--- src/common/eslc_pkg.sv ---
// Purpose: Shared constants and types of the enhanced status indicator controller.
// Assumes: 200 MHz reference clock; two indicator pins.
// Notes: Register offsets are byte addresses on the plain register port.
package eslc_pkg;

    // ****************************************************************
    // Geometry.
    // ****************************************************************
    localparam int N_LED = 2;
    localparam int ADDR_W = 8;
    localparam int DATA_W = 16;
    localparam int SEL_W = 4;
    localparam int RATE_W = 2;
    localparam int CNT_W = 32;

    // ****************************************************************
    // Register offsets.
    // ****************************************************************
    localparam logic [7:0] OFS_CTRL = 8'h00;
    localparam logic [7:0] OFS_FUNC_SEL = 8'h04;
    localparam logic [7:0] OFS_BEHAVIOR = 8'h08;
    localparam logic [7:0] OFS_STATUS = 8'h0c;

    // ****************************************************************
    // Field positions and reset values.
    // ****************************************************************
    localparam int CTRL_LEGACY_BIT = 0;
    localparam int CTRL_PDOWN_BIT = 1;
    localparam int BEH_COMB_LSB = 0;
    localparam int BEH_STRETCH_LSB = 2;
    localparam int BEH_RATE_LSB = 4;
    localparam int BEH_ACT_TX_BIT = 12;
    localparam int BEH_PULSING_BIT = 13;
    localparam int BEH_LINK_ACT_BIT = 15;
    localparam logic [15:0] CTRL_RST = 16'h0001;
    localparam logic [15:0] FUNC_SEL_RST = 16'h00a0;
    localparam logic [15:0] BEHAVIOR_RST = 16'h0000;
    localparam logic [15:0] BEH_MASK = 16'hb0ff;
    localparam logic [1:0] RATE_LEGACY = 2'h2;

    // ****************************************************************
    // Function codes and link speed encoding.
    // ****************************************************************
    localparam logic [3:0] FN_LINK_ANY = 4'h0;
    localparam logic [3:0] FN_LINK_1000 = 4'h1;
    localparam logic [3:0] FN_LINK_100 = 4'h2;
    localparam logic [3:0] FN_LINK_10 = 4'h3;
    localparam logic [3:0] FN_LINK_100_1000 = 4'h4;
    localparam logic [3:0] FN_LINK_10_1000 = 4'h5;
    localparam logic [3:0] FN_LINK_10_100 = 4'h6;
    localparam logic [3:0] FN_DUPLEX_COLL = 4'h8;
    localparam logic [3:0] FN_COLLISION = 4'h9;
    localparam logic [3:0] FN_ACTIVITY = 4'ha;
    localparam logic [3:0] FN_AN_FAULT = 4'hc;
    localparam logic [3:0] FN_FORCE_OFF = 4'he;
    localparam logic [3:0] FN_FORCE_ON = 4'hf;
    localparam logic [1:0] SPD_10 = 2'h0;
    localparam logic [1:0] SPD_100 = 2'h1;
    localparam logic [1:0] SPD_1000 = 2'h2;

    // ****************************************************************
    // Timing.
    // ****************************************************************
    localparam int CLK_PERIOD_NS = 5;
    localparam int HALF_UNIT_NS = 25000000;
    localparam int PULSE_PERIOD_NS = 200000;
    localparam int PULSE_ON_NS = 40000;
    localparam int HALF_UNIT_CYC = HALF_UNIT_NS / CLK_PERIOD_NS;
    localparam int PULSE_PERIOD_CYC = PULSE_PERIOD_NS / CLK_PERIOD_NS;
    localparam int PULSE_ON_CYC = PULSE_ON_NS / CLK_PERIOD_NS;
    localparam int RATE_MAX = 3;

    typedef enum logic [2:0] {
        ANIM_IDLE = 3'b001,
        ANIM_SHOW = 3'b010,
        ANIM_REST = 3'b100
    } eslc_anim_e;

endpackage

--- src/rtl/eslc_top.sv ---
// Purpose: Enhanced status indicator controller driving active-low indicator pins.
// Assumes: Core status inputs are synchronous to ref_clk; activity and collision are event levels.
// Notes: Notes on behaviour follow.
//
// Notes on behaviour
// [RQ1] Enhanced indicator behaviour only while legacy-mode bit is zero.
// [RQ2] Each pin follows its own function code; codes 7, 11, 13 reserved.
// [RQ3] Power-down forces every indicator off.
// [RQ4] Code 0: on with link at any speed; activity animates toward off.
// [RQ5] Codes 1, 2, 3: link only at 1000, 100, 10 megabit.
// [RQ6] Codes 4, 5, 6: link at 100/1000, 10/1000, 10/100 megabit.
// [RQ7] Code 8: on for full duplex; half-duplex collisions animate toward on.
// [RQ8] Code 9: off without collisions, animates toward on on collision.
// [RQ9] Code 10: activity animates toward on; select bit restricts to transmit.
// [RQ10] Code 12: on while an auto-negotiation fault is present.
// [RQ11] Code 14 forces off, code 15 forces on.
// [RQ12] Per-pin combine disable suppresses the secondary activity indication.
// [RQ13] Software sets behaviour bit 15 when writing the combine disables.
// [RQ14] Per-pin enable picks pulse-stretch instead of blink.
// [RQ15] Blink is 50% duty; one event shows half a period.
// [RQ16] Stretch shows a full period, holds after events, rests half period.
// [RQ17] Per-pin rate: blink 2.5 to 20 Hz, stretch 50 to 400 ms.
// [RQ18] Pulsing modulates asserted indicators at 5 kHz, 20% on.
// [RQ19] All timing comes from counters on the free-running reference clock.
`timescale 1ns/1ps
`default_nettype none

module eslc_top #(
    parameter int HALF_UNIT_CYC = eslc_pkg::HALF_UNIT_CYC,
    parameter int PULSE_PERIOD_CYC = eslc_pkg::PULSE_PERIOD_CYC,
    parameter int PULSE_ON_CYC = eslc_pkg::PULSE_ON_CYC
) (
    input wire logic ref_clk,
    input wire logic rst_b,
    input wire logic [eslc_pkg::ADDR_W-1:0] reg_addr,
    input wire logic [eslc_pkg::DATA_W-1:0] reg_wdata,
    input wire logic reg_wr,
    input wire logic reg_rd,
    output logic [eslc_pkg::DATA_W-1:0] reg_rdata,
    input wire logic link_up,
    input wire logic [1:0] link_speed,
    input wire logic full_duplex,
    input wire logic rx_activity,
    input wire logic tx_activity,
    input wire logic collision,
    input wire logic an_fault,
    output logic [eslc_pkg::N_LED-1:0] led_n
);

    // ****************************************************************
    // Registers.
    // ****************************************************************
    logic [eslc_pkg::DATA_W-1:0] ctrl;
    logic [eslc_pkg::DATA_W-1:0] func_sel;
    logic [eslc_pkg::DATA_W-1:0] behavior;
    logic [eslc_pkg::DATA_W-1:0] status;
    logic [eslc_pkg::N_LED-1:0] ind_on;
    logic legacy;
    logic pdown;
    logic pulsing;
    logic act_tx_only;
    logic spd10;
    logic spd100;
    logic spd1000;
    logic act_any;
    logic [eslc_pkg::CNT_W-1:0] pulse_cnt;
    logic pulse_phase;

    always_ff @(posedge ref_clk or negedge rst_b) begin
        if (!rst_b) begin
            ctrl <= eslc_pkg::CTRL_RST;
            func_sel <= eslc_pkg::FUNC_SEL_RST;
            behavior <= eslc_pkg::BEHAVIOR_RST;
        end else if (reg_wr) begin
            if (reg_addr == eslc_pkg::OFS_CTRL) begin
                ctrl <= reg_wdata & 16'h0003;
            end
            if (reg_addr == eslc_pkg::OFS_FUNC_SEL) begin
                func_sel <= reg_wdata;
            end
            // Bit 15 is kept as written; software sets it with the combine field.
            if (reg_addr == eslc_pkg::OFS_BEHAVIOR) begin
                behavior <= reg_wdata & eslc_pkg::BEH_MASK; // [RQ13]
            end
        end
    end

    assign status = {8'h00, ~legacy, an_fault, full_duplex, link_speed, link_up, ind_on};

    // Read data stand only in the cycle after the read strobe.
    always_ff @(posedge ref_clk or negedge rst_b) begin
        if (!rst_b) begin
            reg_rdata <= 16'h0000;
        end else if (reg_rd) begin
            case (reg_addr)
                eslc_pkg::OFS_CTRL: reg_rdata <= ctrl;
                eslc_pkg::OFS_FUNC_SEL: reg_rdata <= func_sel;
                eslc_pkg::OFS_BEHAVIOR: reg_rdata <= behavior;
                eslc_pkg::OFS_STATUS: reg_rdata <= status;
                default: reg_rdata <= 16'h0000;
            endcase
        end else begin
            reg_rdata <= 16'h0000;
        end
    end

    assign legacy = ctrl[eslc_pkg::CTRL_LEGACY_BIT]; // [RQ1]
    assign pdown = ctrl[eslc_pkg::CTRL_PDOWN_BIT];
    assign pulsing = behavior[eslc_pkg::BEH_PULSING_BIT] & ~legacy;
    assign act_tx_only = behavior[eslc_pkg::BEH_ACT_TX_BIT] & ~legacy;
    assign spd10 = link_up && (link_speed == eslc_pkg::SPD_10);
    assign spd100 = link_up && (link_speed == eslc_pkg::SPD_100);
    assign spd1000 = link_up && (link_speed == eslc_pkg::SPD_1000);
    assign act_any = rx_activity | tx_activity;

    // ****************************************************************
    // Shared 5 kHz pulsing modulator.
    // ****************************************************************
    always_ff @(posedge ref_clk or negedge rst_b) begin
        if (!rst_b) begin
            pulse_cnt <= '0;
        end else if (pulse_cnt == PULSE_PERIOD_CYC[eslc_pkg::CNT_W-1:0] - 1'b1) begin
            pulse_cnt <= '0; // [RQ19]
        end else begin
            pulse_cnt <= pulse_cnt + 1'b1;
        end
    end

    assign pulse_phase = pulse_cnt < PULSE_ON_CYC[eslc_pkg::CNT_W-1:0]; // [RQ18]

    // ****************************************************************
    // Per-pin function selection and animation.
    // ****************************************************************
    for (genvar i = 0; i < eslc_pkg::N_LED; i++) begin : g_led
        logic [eslc_pkg::SEL_W-1:0] code;
        logic [eslc_pkg::RATE_W-1:0] rate;
        logic comb;
        logic stretch;
        logic evt;
        logic ind;
        logic anim;
        logic pend;
        logic [eslc_pkg::CNT_W-1:0] cnt;
        logic [eslc_pkg::CNT_W-1:0] show_len;
        logic [eslc_pkg::CNT_W-1:0] rest_len;
        eslc_pkg::eslc_anim_e st;

        // Legacy mode: odd pins show link, even pins blink on activity.
        always_comb begin
            if (legacy) begin
                code = (i % 2 == 1) ? eslc_pkg::FN_LINK_ANY : eslc_pkg::FN_ACTIVITY; // [RQ1]
                comb = 1'b0;
                stretch = 1'b0;
                rate = eslc_pkg::RATE_LEGACY;
            end else begin
                code = func_sel[i*eslc_pkg::SEL_W +: eslc_pkg::SEL_W]; // [RQ2]
                comb = ~behavior[eslc_pkg::BEH_COMB_LSB + i]; // [RQ12]
                stretch = behavior[eslc_pkg::BEH_STRETCH_LSB + i]; // [RQ14]
                rate = behavior[eslc_pkg::BEH_RATE_LSB + i*eslc_pkg::RATE_W +: eslc_pkg::RATE_W];
            end
        end

        // Blink uses half periods of 200/100/50/25 ms; stretch shows 50 to 400 ms.
        always_comb begin
            if (stretch) begin
                show_len = HALF_UNIT_CYC[eslc_pkg::CNT_W-1:0] << ({1'b0, rate} + 3'h1); // [RQ17]
                rest_len = HALF_UNIT_CYC[eslc_pkg::CNT_W-1:0] << rate; // [RQ16]
            end else begin
                show_len = HALF_UNIT_CYC[eslc_pkg::CNT_W-1:0] << (2'(eslc_pkg::RATE_MAX) - rate);
                rest_len = show_len; // [RQ15]
            end
        end

        assign anim = (st == eslc_pkg::ANIM_SHOW);

        always_comb begin
            evt = 1'b0;
            ind = 1'b0;
            case (code)
                eslc_pkg::FN_LINK_ANY: begin
                    evt = link_up & comb & act_any;
                    ind = link_up & ~(comb & anim); // [RQ4]
                end
                eslc_pkg::FN_LINK_1000: begin
                    evt = spd1000 & comb & act_any;
                    ind = spd1000 & ~(comb & anim); // [RQ5]
                end
                eslc_pkg::FN_LINK_100: begin
                    evt = spd100 & comb & act_any;
                    ind = spd100 & ~(comb & anim); // [RQ5]
                end
                eslc_pkg::FN_LINK_10: begin
                    evt = spd10 & comb & act_any;
                    ind = spd10 & ~(comb & anim); // [RQ5]
                end
                eslc_pkg::FN_LINK_100_1000: begin
                    evt = (spd100 | spd1000) & comb & act_any;
                    ind = (spd100 | spd1000) & ~(comb & anim); // [RQ6]
                end
                eslc_pkg::FN_LINK_10_1000: begin
                    evt = (spd10 | spd1000) & comb & act_any;
                    ind = (spd10 | spd1000) & ~(comb & anim); // [RQ6]
                end
                eslc_pkg::FN_LINK_10_100: begin
                    evt = (spd10 | spd100) & comb & act_any;
                    ind = (spd10 | spd100) & ~(comb & anim); // [RQ6]
                end
                eslc_pkg::FN_DUPLEX_COLL: begin
                    evt = link_up & ~full_duplex & comb & collision;
                    ind = (link_up & full_duplex) | (link_up & ~full_duplex & comb & anim); // [RQ7]
                end
                eslc_pkg::FN_COLLISION: begin
                    evt = collision;
                    ind = anim; // [RQ8]
                end
                eslc_pkg::FN_ACTIVITY: begin
                    evt = act_tx_only ? tx_activity : act_any;
                    ind = anim; // [RQ9]
                end
                eslc_pkg::FN_AN_FAULT: begin
                    ind = an_fault; // [RQ10]
                end
                eslc_pkg::FN_FORCE_OFF: begin
                    ind = 1'b0; // [RQ11]
                end
                eslc_pkg::FN_FORCE_ON: begin
                    ind = 1'b1; // [RQ11]
                end
                default: begin
                    // Reserved codes leave the pin dark.
                    ind = 1'b0; // [RQ2]
                end
            endcase
        end

        // Show phase, then a rest phase in which new events queue for the next show.
        always_ff @(posedge ref_clk or negedge rst_b) begin
            if (!rst_b) begin
                st <= eslc_pkg::ANIM_IDLE;
                cnt <= '0;
                pend <= 1'b0;
            end else begin
                unique case (st)
                    eslc_pkg::ANIM_IDLE: begin
                        if (evt) begin
                            st <= eslc_pkg::ANIM_SHOW;
                            cnt <= show_len - 1'b1;
                        end
                    end
                    eslc_pkg::ANIM_SHOW: begin
                        if (stretch && evt) begin
                            cnt <= show_len - 1'b1; // [RQ16]
                        end else if (cnt == '0) begin
                            st <= eslc_pkg::ANIM_REST;
                            cnt <= rest_len - 1'b1;
                        end else begin
                            cnt <= cnt - 1'b1; // [RQ19]
                        end
                        if (!stretch) begin
                            pend <= pend | evt; // [RQ15]
                        end
                    end
                    eslc_pkg::ANIM_REST: begin
                        if (cnt == '0) begin
                            st <= (pend | evt) ? eslc_pkg::ANIM_SHOW : eslc_pkg::ANIM_IDLE;
                            cnt <= show_len - 1'b1;
                            pend <= 1'b0;
                        end else begin
                            cnt <= cnt - 1'b1;
                            pend <= pend | evt;
                        end
                    end
                endcase
            end
        end

        assign ind_on[i] = ind & ~pdown & (~pulsing | pulse_phase); // [RQ3] [RQ18]

        // Pins are active low; reset leaves them dark.
        always_ff @(posedge ref_clk or negedge rst_b) begin
            if (!rst_b) begin
                led_n[i] <= 1'b1;
            end else begin
                led_n[i] <= ~ind_on[i]; // [RQ3]
            end
        end
    end

endmodule

`default_nettype wire

--- config.mk ---
export PLATFORM = sky130hd
export DESIGN_NAME = eslc_top
export DESIGN_NICKNAME = d
export VERILOG_FILES = /design/src/common/eslc_pkg.sv /design/src/rtl/eslc_top.sv
export SDC_FILE = /design/constraint.sdc
export NUM_CORES = 1
export LEC_CHECK = 0
export BUFFER_PORTS_ARGS = -buffer_cell sky130_fd_sc_hd__buf_4
export CORE_UTILIZATION = 60
export CTS_CLUSTER_SIZE = 20
export DETAILED_ROUTE_END_ITERATION = 16
export GPL_ROUTABILITY_DRIVEN = 1
export PLACE_DENSITY_LB_ADDON = 0.3
export SYNTH_ARGS = -nofsm -noshare
export SYNTH_HDL_FRONTEND = slang
export SYNTH_SLANG_ARGS = --single-unit
--- constraint.sdc ---
create_clock -name ref_clk -period 5.3 [get_ports ref_clk]
set_input_delay 1.06 -clock ref_clk [delete_from_list [all_inputs] [get_ports ref_clk]]
set_output_delay 1.06 -clock ref_clk [all_outputs]
set_load 0.1 [all_outputs]
==> results.yml, run 1 <==
yosys:
  syn_area_sq_mm: 0.0101
  synthTopCellsByArea: "dfrtp_1 (36%), nor2_1 (5.0%), nand2_1 (4.9%)"
  synth_flop_cell: "dfrtp_1"
  synth_edf_count: 0
  syn_nets: 1264
  yosysMostFrequentCell: "dfrtp_1"
  synth_top_area_share: 0.357
  yosys.area.top_type: "dfrtp_1"
  ys_ff_latch: 151
  yosys_warnings: 0
  async_flop_share: 1.00
  yosysSeqAreaShare: 0.375
  yosysUniqueCellTypes: 77
  postSynthCellCount: 1205
  synth_commonest_cells: "dfrtp_1 (144), nor2_1 (134), nand2_1 (133), o21ai_0 (81), a21oi_1 (67)"
  syn_area_per_cell_sq_um: 8.38
clocking:
  cts_setup_buffers: 0
  clock_latency_ns: 0.43
  ctsHoldBuffers: 0
  cts.sinks: 151
  cts_root_buf: "clkbuf_16"
  post_cts_resized: 0
  clockBufferDepth: 2
  cts_max_level: 4
  clk_pin_slew_ns: 0.07
  cts_made_buffers: 17
  cts_tree: "done"
sta:
  slew_headroom: 0.205
  max_freq_mhz: 256
  fin_crit_sh: 0.737
  finalCriticalPeriod_ns: 3.91
  drv_slew: 0
  final.setup.worst_slack_ns: 1.39
  tns_ns: 0
  skew_ns: 0.0138
  tightest_slew_ns: 1.18
  hold_viol: 0
  finalSetupViolCount: 0
  grt_setup_unrepaired: "no"
finish:
  antenna_cells: 0
  final_area_sq_mm: 0.0112
  syn2layout_area_growth_pct: 11.2
  final_layout_size_suffix_gt1_frac: 0.139
  layout.nets: 1280
  fin_util: 0.680
drt:
  drtIter0Drc: 1171
  viasPerCell: 6.62
  drt_first_pass_iters: 6
  wl_um: 27500
  via_count: 9625
  drt_drc_violations_left: 0
  post_drt_wl_per_cell_um: 18.9
  ant_nets: 0
placement:
  globalplace.congestion: 0.944
  placement.setup.worst_slack_ns: 1.51
  dp_hpwl_um: 18900
  post_dp_cell_area_sq_mm: 0.0106
  port_buffers: 53
floorplan:
  std_cell_rows: 47
  initial_core_util: 0.611
  die_h_um: 132
  core_sq_mm: 0.0165
  fp.dieW_um: 132
  dieArea_sq_mm: 0.0174
  ios: 54
outcome:
  status: "finished, final reports clean"
global_routing:
  first_global_vias: 8945
  grt_max_degree: 58
  overflow: 0
  grt_pass1_wl_um: 45600
  grt_usage: 0.326
  antenna_found_initial: 0
worst_setup_path:
  cp_max_fo: 25
  required_ns: 5.61
  crit_path_end_kind: "flip-flop"
  crit_type: "flip-flop to flip-flop"
  startpoint_type: "flip-flop"
  cp.arrival_ns: 4.21
pwr:
  p_leak_uw: 0.00475
  pwr_density_cell_mw_per_mm2: 282
  peakVddDrop_mv: 0.239
worst_hold_path:
  hold_class: "flip-flop to flip-flop"
flow_run:
  max_cap_viol_count: 0
-- flip-flops by register name, indices dropped and copies added (netlist names) --
signal,count
g_led.st,6
pulse_cnt,32
g_led.pend,2
g_led.cnt,64
behavior,11
reg_rdata,16
ctrl,2
func_sel,16
led_n,2
-- report_power, final --
part	internal, uW	total [uW]	switching, uW
combinational	207	489	282
sequential	1260	1400	133
clock	730	1280	552
-- final timing paths --
kind / startpoint / to / slack, ns / depth (start not counted)
worst max register to register: ctrl[0]$_DFFE_PN1P_ / g_led[1].cnt[12]$_DFFE_PN0P_ / 1.39 / 14
worst min-delay path: pulse_cnt[4]$_DFF_PN0_ / pulse_cnt[4]$_DFF_PN0_ / 0.48 / 1
min in group asynchronous: rst_b / pulse_cnt[23]$_DFF_PN0_ / 0.54 / 1
worst min register to register: pulse_cnt[4]$_DFF_PN0_ / pulse_cnt[4]$_DFF_PN0_ / 0.48 / 1
max in group asynchronous: rst_b / func_sel[4]$_DFFE_PN0P_ / 3.69 / 2
worst max-delay path: ctrl[0]$_DFFE_PN1P_ / g_led[1].cnt[12]$_DFFE_PN0P_ / 1.39 / 14
-- cell type report --
type	count	area, sq um
Fill cell	1326	5290
Clock inverter	14	179
Tap cell	220	275
Multi-Input combinational cell	955	5930
Clock buffer	18	439
Timing Repair Buffer	69	522
Inverter	27	101
Sequential cell	151	3790
-- through the flow --
stage               total power, uW  cells  hold slack, ns
finish                         3170   1454           0.476
global route                   3300   1454           0.502
CTS                            3170   1454           0.476
detailed placement             1890   1422           0.463
global placement               1880   1422           0.464
floorplan                      1730   1205           0.422
-- critical path, stage by stage (launching register included) --
cell	delay, ns
dfstp_2	0.81
inv_1	0.24
nand2_1	0.24
ha_1	0.45
nand2_1	0.20
and2_1	0.23
ha_1	0.25
nand2_1	0.08
nor2_1	0.04
a41oi_1	0.30
a211oi_1	0.11
xor2_1	0.20
a32o_1	0.31
nor4_1	0.22
nor3_1	0.09
-- cells by family (layout without fill, tap and decap cells) --
group,count (synthesis),after routing,share of synthesized area
adders and majority gates,23,23,0.0285
and+or+nand+nor,507,507,0.249
AOI/OAI and AO/OA,329,329,0.215
DFF,151,151,0.375
xor gates and xnor gates,59,59,0.0512
buffers and inverters,99,128,0.0388
muxes,37,37,0.0421
-- cell usage in the layout (no fill, tap or decap), drive strengths merged, types with 28 or more instances in the layout --
cell type,n
o21ai,87
xor2,28
xnor2,31
buf,69
nand2,133
mux2,34
a21oi,67
inv,35
nand3,46
nor2,135
dfrtp,144
nor3,40
-- metal layers --
layer,up-vias,share of wire,global-route usage
met5,-,0,0
met3,67,0.099,0.0796
li1,4455,-,-
met4,0,0.022,0.105
met1,4589,0.44,0.477
met2,514,0.44,0.476
Power figures use the tool's default switching activity.
==> run 2: changes to the inputs <==
--- a/config.mk
+++ b/config.mk
@@ -6,7 +6,7 @@
 export NUM_CORES = 1
 export LEC_CHECK = 0
 export BUFFER_PORTS_ARGS = -buffer_cell sky130_fd_sc_hd__buf_4
-export CORE_UTILIZATION = 60
+export CORE_UTILIZATION = 56
 export CTS_CLUSTER_SIZE = 20
 export DETAILED_ROUTE_END_ITERATION = 16
 export GPL_ROUTABILITY_DRIVEN = 1
==> constraint.sdc (replaced) <==
create_clock -name ref_clk -period 3.3 [get_ports ref_clk]
set_input_delay 0.66 -clock ref_clk [delete_from_list [all_inputs] [get_ports ref_clk]]
set_output_delay 0.66 -clock ref_clk [all_outputs]
set_load 0.1 [all_outputs]
==> run 2 against run 1 <==
Clock skew increased by 0.0012 ns. Global-route usage decreased by 0.92 points. Final area increased by 3.7%. First-iteration DRC count decreased by 2.0%. Worst setup slack got worse by 1.3 ns. Combinational power increased by 70%. Total power increased by 59%. Register-to-register slack got worse by 1.3 ns. Sequential power increased by 60%. Clock power increased by 53%. Via count increased by 1.6%. Final cell count increased by 4.0%.
==> results.yml, run 2 (synthesis results as in run 1) <==
sta:
  max_freq_mhz: 313
  hold_viol: 0
  tightest_slew_ns: 0.807
  skew_ns: 0.0150
  slew_headroom: 0.457
  tns_ns: 0
  finalSetupViolCount: 0
  drv_slew: 0
  finalCriticalPeriod_ns: 3.20
  holdWs_ns: 0.261
  fin_crit_sh: 0.969
  grt_setup_unrepaired: "no"
finish:
  fin_util: 0.667
  regMostFlops: "g_led.cnt"
  layout.nets: 1333
  final_common_cell: "dfrtp_1"
  syn2layout_area_growth_pct: 15.4
  multi_input_area_sq_mm: 0.00593
  fillers: 1427
  reg_top3: "g_led.cnt (64), pulse_cnt (32)"
  final_layout_size_suffix_gt1_frac: 0.176
  largest_reg_flops: 64
  ff_latch_area_sq_mm: 0.00379
  antenna_cells: 0
  final_cell_mix: "dfrtp_1 (144), nand2_1 (133), nor2_1 (133)"
floorplan:
  dieArea_sq_mm: 0.0186
  ios: 54
  die_h_um: 136
  fp.dieW_um: 136
  std_cell_rows: 48
  core_sq_mm: 0.0175
  initial_core_util: 0.578
clocking:
  clk_pin_slew_ns: 0.07
  cts.sinks: 151
  cts_max_level: 4
  cts_root_buf: "clkbuf_16"
  clockBufferDepth: 2
  ctsHoldBuffers: 0
  cts_tree: "done"
  cts_made_buffers: 17
  clock_latency_ns: 0.44
worst_setup_path:
  crit_type: "flip-flop to flip-flop"
  worst_path_max_delay_cell: "or4_4"
  cp_top_family: "simple AND/OR/NAND/NOR gates"
  max_stage_delay_ns: 0.63
  startpoint_type: "flip-flop"
  cp_max_fo: 11
  required_ns: 3.62
  crit_path_end_kind: "flip-flop"
  cp.arrival_ns: 3.52
  crit_top_cell: "or4_4"
  worst-path-buf-inv: 0
  crit_chain: "or4_4, or3_1, or2_4, or4_4, o21ai_2, o31a_1, o21ai_1, o221a_2"
outcome:
  status: "finished, final reports clean"
drt:
  wl_um: 28300
  drtIter0Drc: 1147
  via_count: 9776
  post_drt_wl_per_cell_um: 18.7
  drt_drc_violations_left: 0
  ant_nets: 0
  drt_first_pass_iters: 7
  viasPerCell: 6.47
global_routing:
  overflow: 0
  grt_usage: 0.317
  grt_max_degree: 77
  antenna_found_initial: 0
  first_global_vias: 8984
  grt_pass1_wl_um: 46100
pwr:
  p_leak_uw: 0.00501
  peakVddDrop_mv: 0.339
  pwr_density_cell_mw_per_mm2: 431
flow_run:
  max_cap_viol_count: 0
worst_hold_path:
  hold_class: "primary input to asynchronous set/reset pin"
placement:
  port_buffers: 53
  globalplace.congestion: 0.974
  dp_hpwl_um: 20200
[run 2: path summary, 6_finish.rpt]
check | end | cells past startpoint | startpoint | slack (ns)
worst max-delay path | g_led[0].cnt[17]$_DFFE_PN0P_ | 8 | g_led[0].cnt[21]$_DFFE_PN0P_ | 0.10
worst min-delay path | pulse_cnt[22]$_DFF_PN0_ | 1 | rst_b | 0.26
worst max register to register | g_led[0].cnt[17]$_DFFE_PN0P_ | 8 | g_led[0].cnt[21]$_DFFE_PN0P_ | 0.10
worst min register to register | pulse_cnt[31]$_DFF_PN0_ | 1 | pulse_cnt[31]$_DFF_PN0_ | 0.47
max in group asynchronous | g_led[1].st[0]$_DFFE_PN1P_ | 2 | rst_b | 2.22
min in group ref_clk | func_sel[9]$_DFFE_PN0P_ | 2 | reg_wdata[9] | 0.45
[run 2: final cells by class]
class	instances	area share
clock inverters	15	0.0156
repair buffers	122	0.0808
flip-flops and latches	151	0.325
clock buffers	17	0.0365
multi-input cells	955	0.509
inverters	27	0.00870
well taps	225	0.0242
[run 2: metrics by stage]
stage                     cell area [sq um]  setup WS, ns  total power, uW  instances
after CTS                             11600         0.140             5030       1510
after global placement                11000         0.192             3060       1478
final                                 11700         0.103             5030       1512
after detailed placement              11000         0.173             3080       1478
after floorplan                       10100        0.0209             2780       1205
after global routing                  11700        0.0269             5250       1512
[run 2: per-layer routing]
layer  routed length (um)  GRT usage
met5                   22          0
met4                  787      0.114
met3                 2600     0.0738
met2                12400      0.465
met1                12500      0.453
[run 2: timing repair]
item	CTS	global route
endpoints found under the setup margin	0	7
gates resized for setup	0	2
hold endpoints to repair	0	0
buffers inserted	0	2
[run 2: report_power, final]
part	internal, uW	switching, uW
Combinational	373	457
Sequential	2030	214
Clock	1020	930
==> run 3: changes to the inputs <==
--- a/config.mk
+++ b/config.mk
@@ -10,7 +10,8 @@
 export CTS_CLUSTER_SIZE = 20
 export DETAILED_ROUTE_END_ITERATION = 16
 export GPL_ROUTABILITY_DRIVEN = 1
-export PLACE_DENSITY_LB_ADDON = 0.3
+export PLACE_DENSITY_LB_ADDON = 0.2
+export RECOVER_POWER = 50
 export SYNTH_ARGS = -nofsm -noshare
 export SYNTH_HDL_FRONTEND = slang
 export SYNTH_SLANG_ARGS = --single-unit
==> run 3 against run 2 <==
The run now ends with capacitance limit, slew limit left. Combinational power grew 0.7%. Utilization shrank 0.10 points. Clock skew shrank 0.0054 ns. Sequential power is essentially flat.
==> results.yml, run 3 (synthesis results as in run 1) <==
clocking:
  cts_made_buffers: 17
  cts_root_buf: "clkbuf_16"
  clk_pin_slew_ns: 0.07
  cts.sinks: 151
  ctsHoldBuffers: 0
  cts_tree: "done"
  cts_max_level: 4
  clock_latency_ns: 0.44
  post_cts_resized: 0
  clockBufferDepth: 2
  cts_setup_buffers: 0
sta:
  skew_ns: 0.00964
  hold_viol: 0
  tns_ns: 0
  holdWs_ns: 0.450
  slew_headroom: -0.519
  drv_slew: 48
  finalCriticalPeriod_ns: 3.13
  fin_crit_sh: 0.950
  tightest_slew_ns: 2.28
  finalSetupViolCount: 0
  max_freq_mhz: 319
  grt_setup_unrepaired: "no"
pwr:
  p_leak_uw: 0.00499
  comb_power_share: 0.166
  swShare: 0.321
  power_frac_seq: 0.445
  peakVddDrop_mv: 0.353
  p_sw_uw: 1610
  intPower_uw: 3420
  p_clk_frac: 0.389
  pwr_density_cell_mw_per_mm2: 433
placement:
  port_buffers: 53
  dp_hpwl_um: 20500
  globalplace.congestion: 0.978
drt:
  via_count: 9709
  viasPerCell: 6.44
  ant_nets: 0
  drt_drc_violations_left: 0
  drt_first_pass_iters: 6
  drtIter0Drc: 921
  post_drt_wl_per_cell_um: 18.7
  wl_um: 28200
floorplan:
  dieArea_sq_mm: 0.0186
  die_h_um: 136
  initial_core_util: 0.578
  std_cell_rows: 48
  fp.dieW_um: 136
  core_sq_mm: 0.0175
  ios: 54
outcome:
  violations: "capacitance limit, slew limit"
  status: "complete, but fails checks"
worst_setup_path:
  startpoint_type: "flip-flop"
  required_ns: 3.62
  worst-r2r-cell-count: 8
  crit_path_end_kind: "flip-flop"
  cp_max_fo: 11
  cp.arrival_ns: 3.46
  crit_type: "flip-flop to flip-flop"
flow_run:
  max_cap_viol_count: 1
finish:
  final_cell_mix: "dfrtp_1 (144), nor2_1 (134), nand2_1 (133)"
  reg_top3: "g_led.cnt (64), pulse_cnt (32)"
  final_common_cell: "dfrtp_1"
  ff_latch_area_sq_mm: 0.00379
  multi_input_area_sq_mm: 0.00594
  final_layout_size_suffix_gt1_frac: 0.171
  syn2layout_area_growth_pct: 15.2
  largest_reg_flops: 64
  layout.nets: 1329
  regMostFlops: "g_led.cnt"
  fillers: 1444
  antenna_cells: 0
global_routing:
  grt_usage: 0.314
  first_global_vias: 8830
  grt_pass1_wl_um: 45500
  grt_max_degree: 69
  antenna_found_initial: 0
  overflow: 0
worst_hold_path:
  hold_class: "primary input to flip-flop"
  holdPathStages: 2
==> run 3: worst max-delay path, cell delays in order (launching register included) <==
cell and delay, ns:
dfrtp_1 0.42, or4_4 0.57, or3_4 0.37, or2_4 0.28
or4_4 0.62, o21ai_2 0.26, o31a_1 0.23, o21ai_1 0.11
o221a_2 0.16
==> run 3: through the flow <==
step | instance area (sq um) | power, uW | std cells | worst slack [ns] | util
after detailed placement | 11000 | 3090 | 1476 | 0.166 | 0.631
final | 11600 | 5040 | 1508 | 0.165 | 0.666
after floorplan | 10100 | 2780 | 1205 | 0.0209 | -
after CTS | 11600 | 5050 | 1508 | 0.192 | 0.666
after global placement | 11000 | 3070 | 1476 | 0.287 | 0.631
after global routing | 11600 | 5260 | 1508 | 0.0763 | 0.666
==> run 3: area by class of cell <==
cell class / count / area share
clock buffer: 17 / 0.0366
clock inverter: 15 / 0.0157
sequential: 151 / 0.325
tap: 225 / 0.0242
timing repair buffer: 118 / 0.0786
inverter: 27 / 0.00871
multi-input combinational: 955 / 0.511
==> run 3: final timing paths <==
path | slack, ns | startpoint | to
max | 0.17 | g_led[0].cnt[15]$_DFFE_PN0P_ | g_led[0].cnt[25]$_DFFE_PN0P_
min | 0.45 | reg_wdata[11] | func_sel[11]$_DFFE_PN0P_
max reg2reg | 0.17 | g_led[0].cnt[15]$_DFFE_PN0P_ | g_led[0].cnt[25]$_DFFE_PN0P_
min reg2reg | 0.48 | g_led[1].pend$_DFFE_PN0P_ | g_led[1].st[0]$_DFFE_PN1P_
max in group asynchronous | 0.66 | rst_b | func_sel[5]$_DFFE_PN1P_
min in group asynchronous | 1.09 | rst_b | pulse_cnt[30]$_DFF_PN0_
==> run 3: power by group through the flow <==
stage                     registers, uW  logic, uW  clock network, uW
after floorplan                    2230        553                  0
after global placement             2260        806                  0
after detailed placement           2270        824                  0
after CTS                          2230        828               1990
after global routing               2260        931               2060
final                              2240        836               1960
==> run 3: layer usage <==
metal / up-vias / global-route usage / part of all wire
met1: 4618 / 0.453 / 0.45
met4: 0 / 0.109 / 0.022
met2: 466 / 0.470 / 0.44
li1: 4569 / - / -
met3: 56 / 0.0589 / 0.083
met5: - / 0 / 0
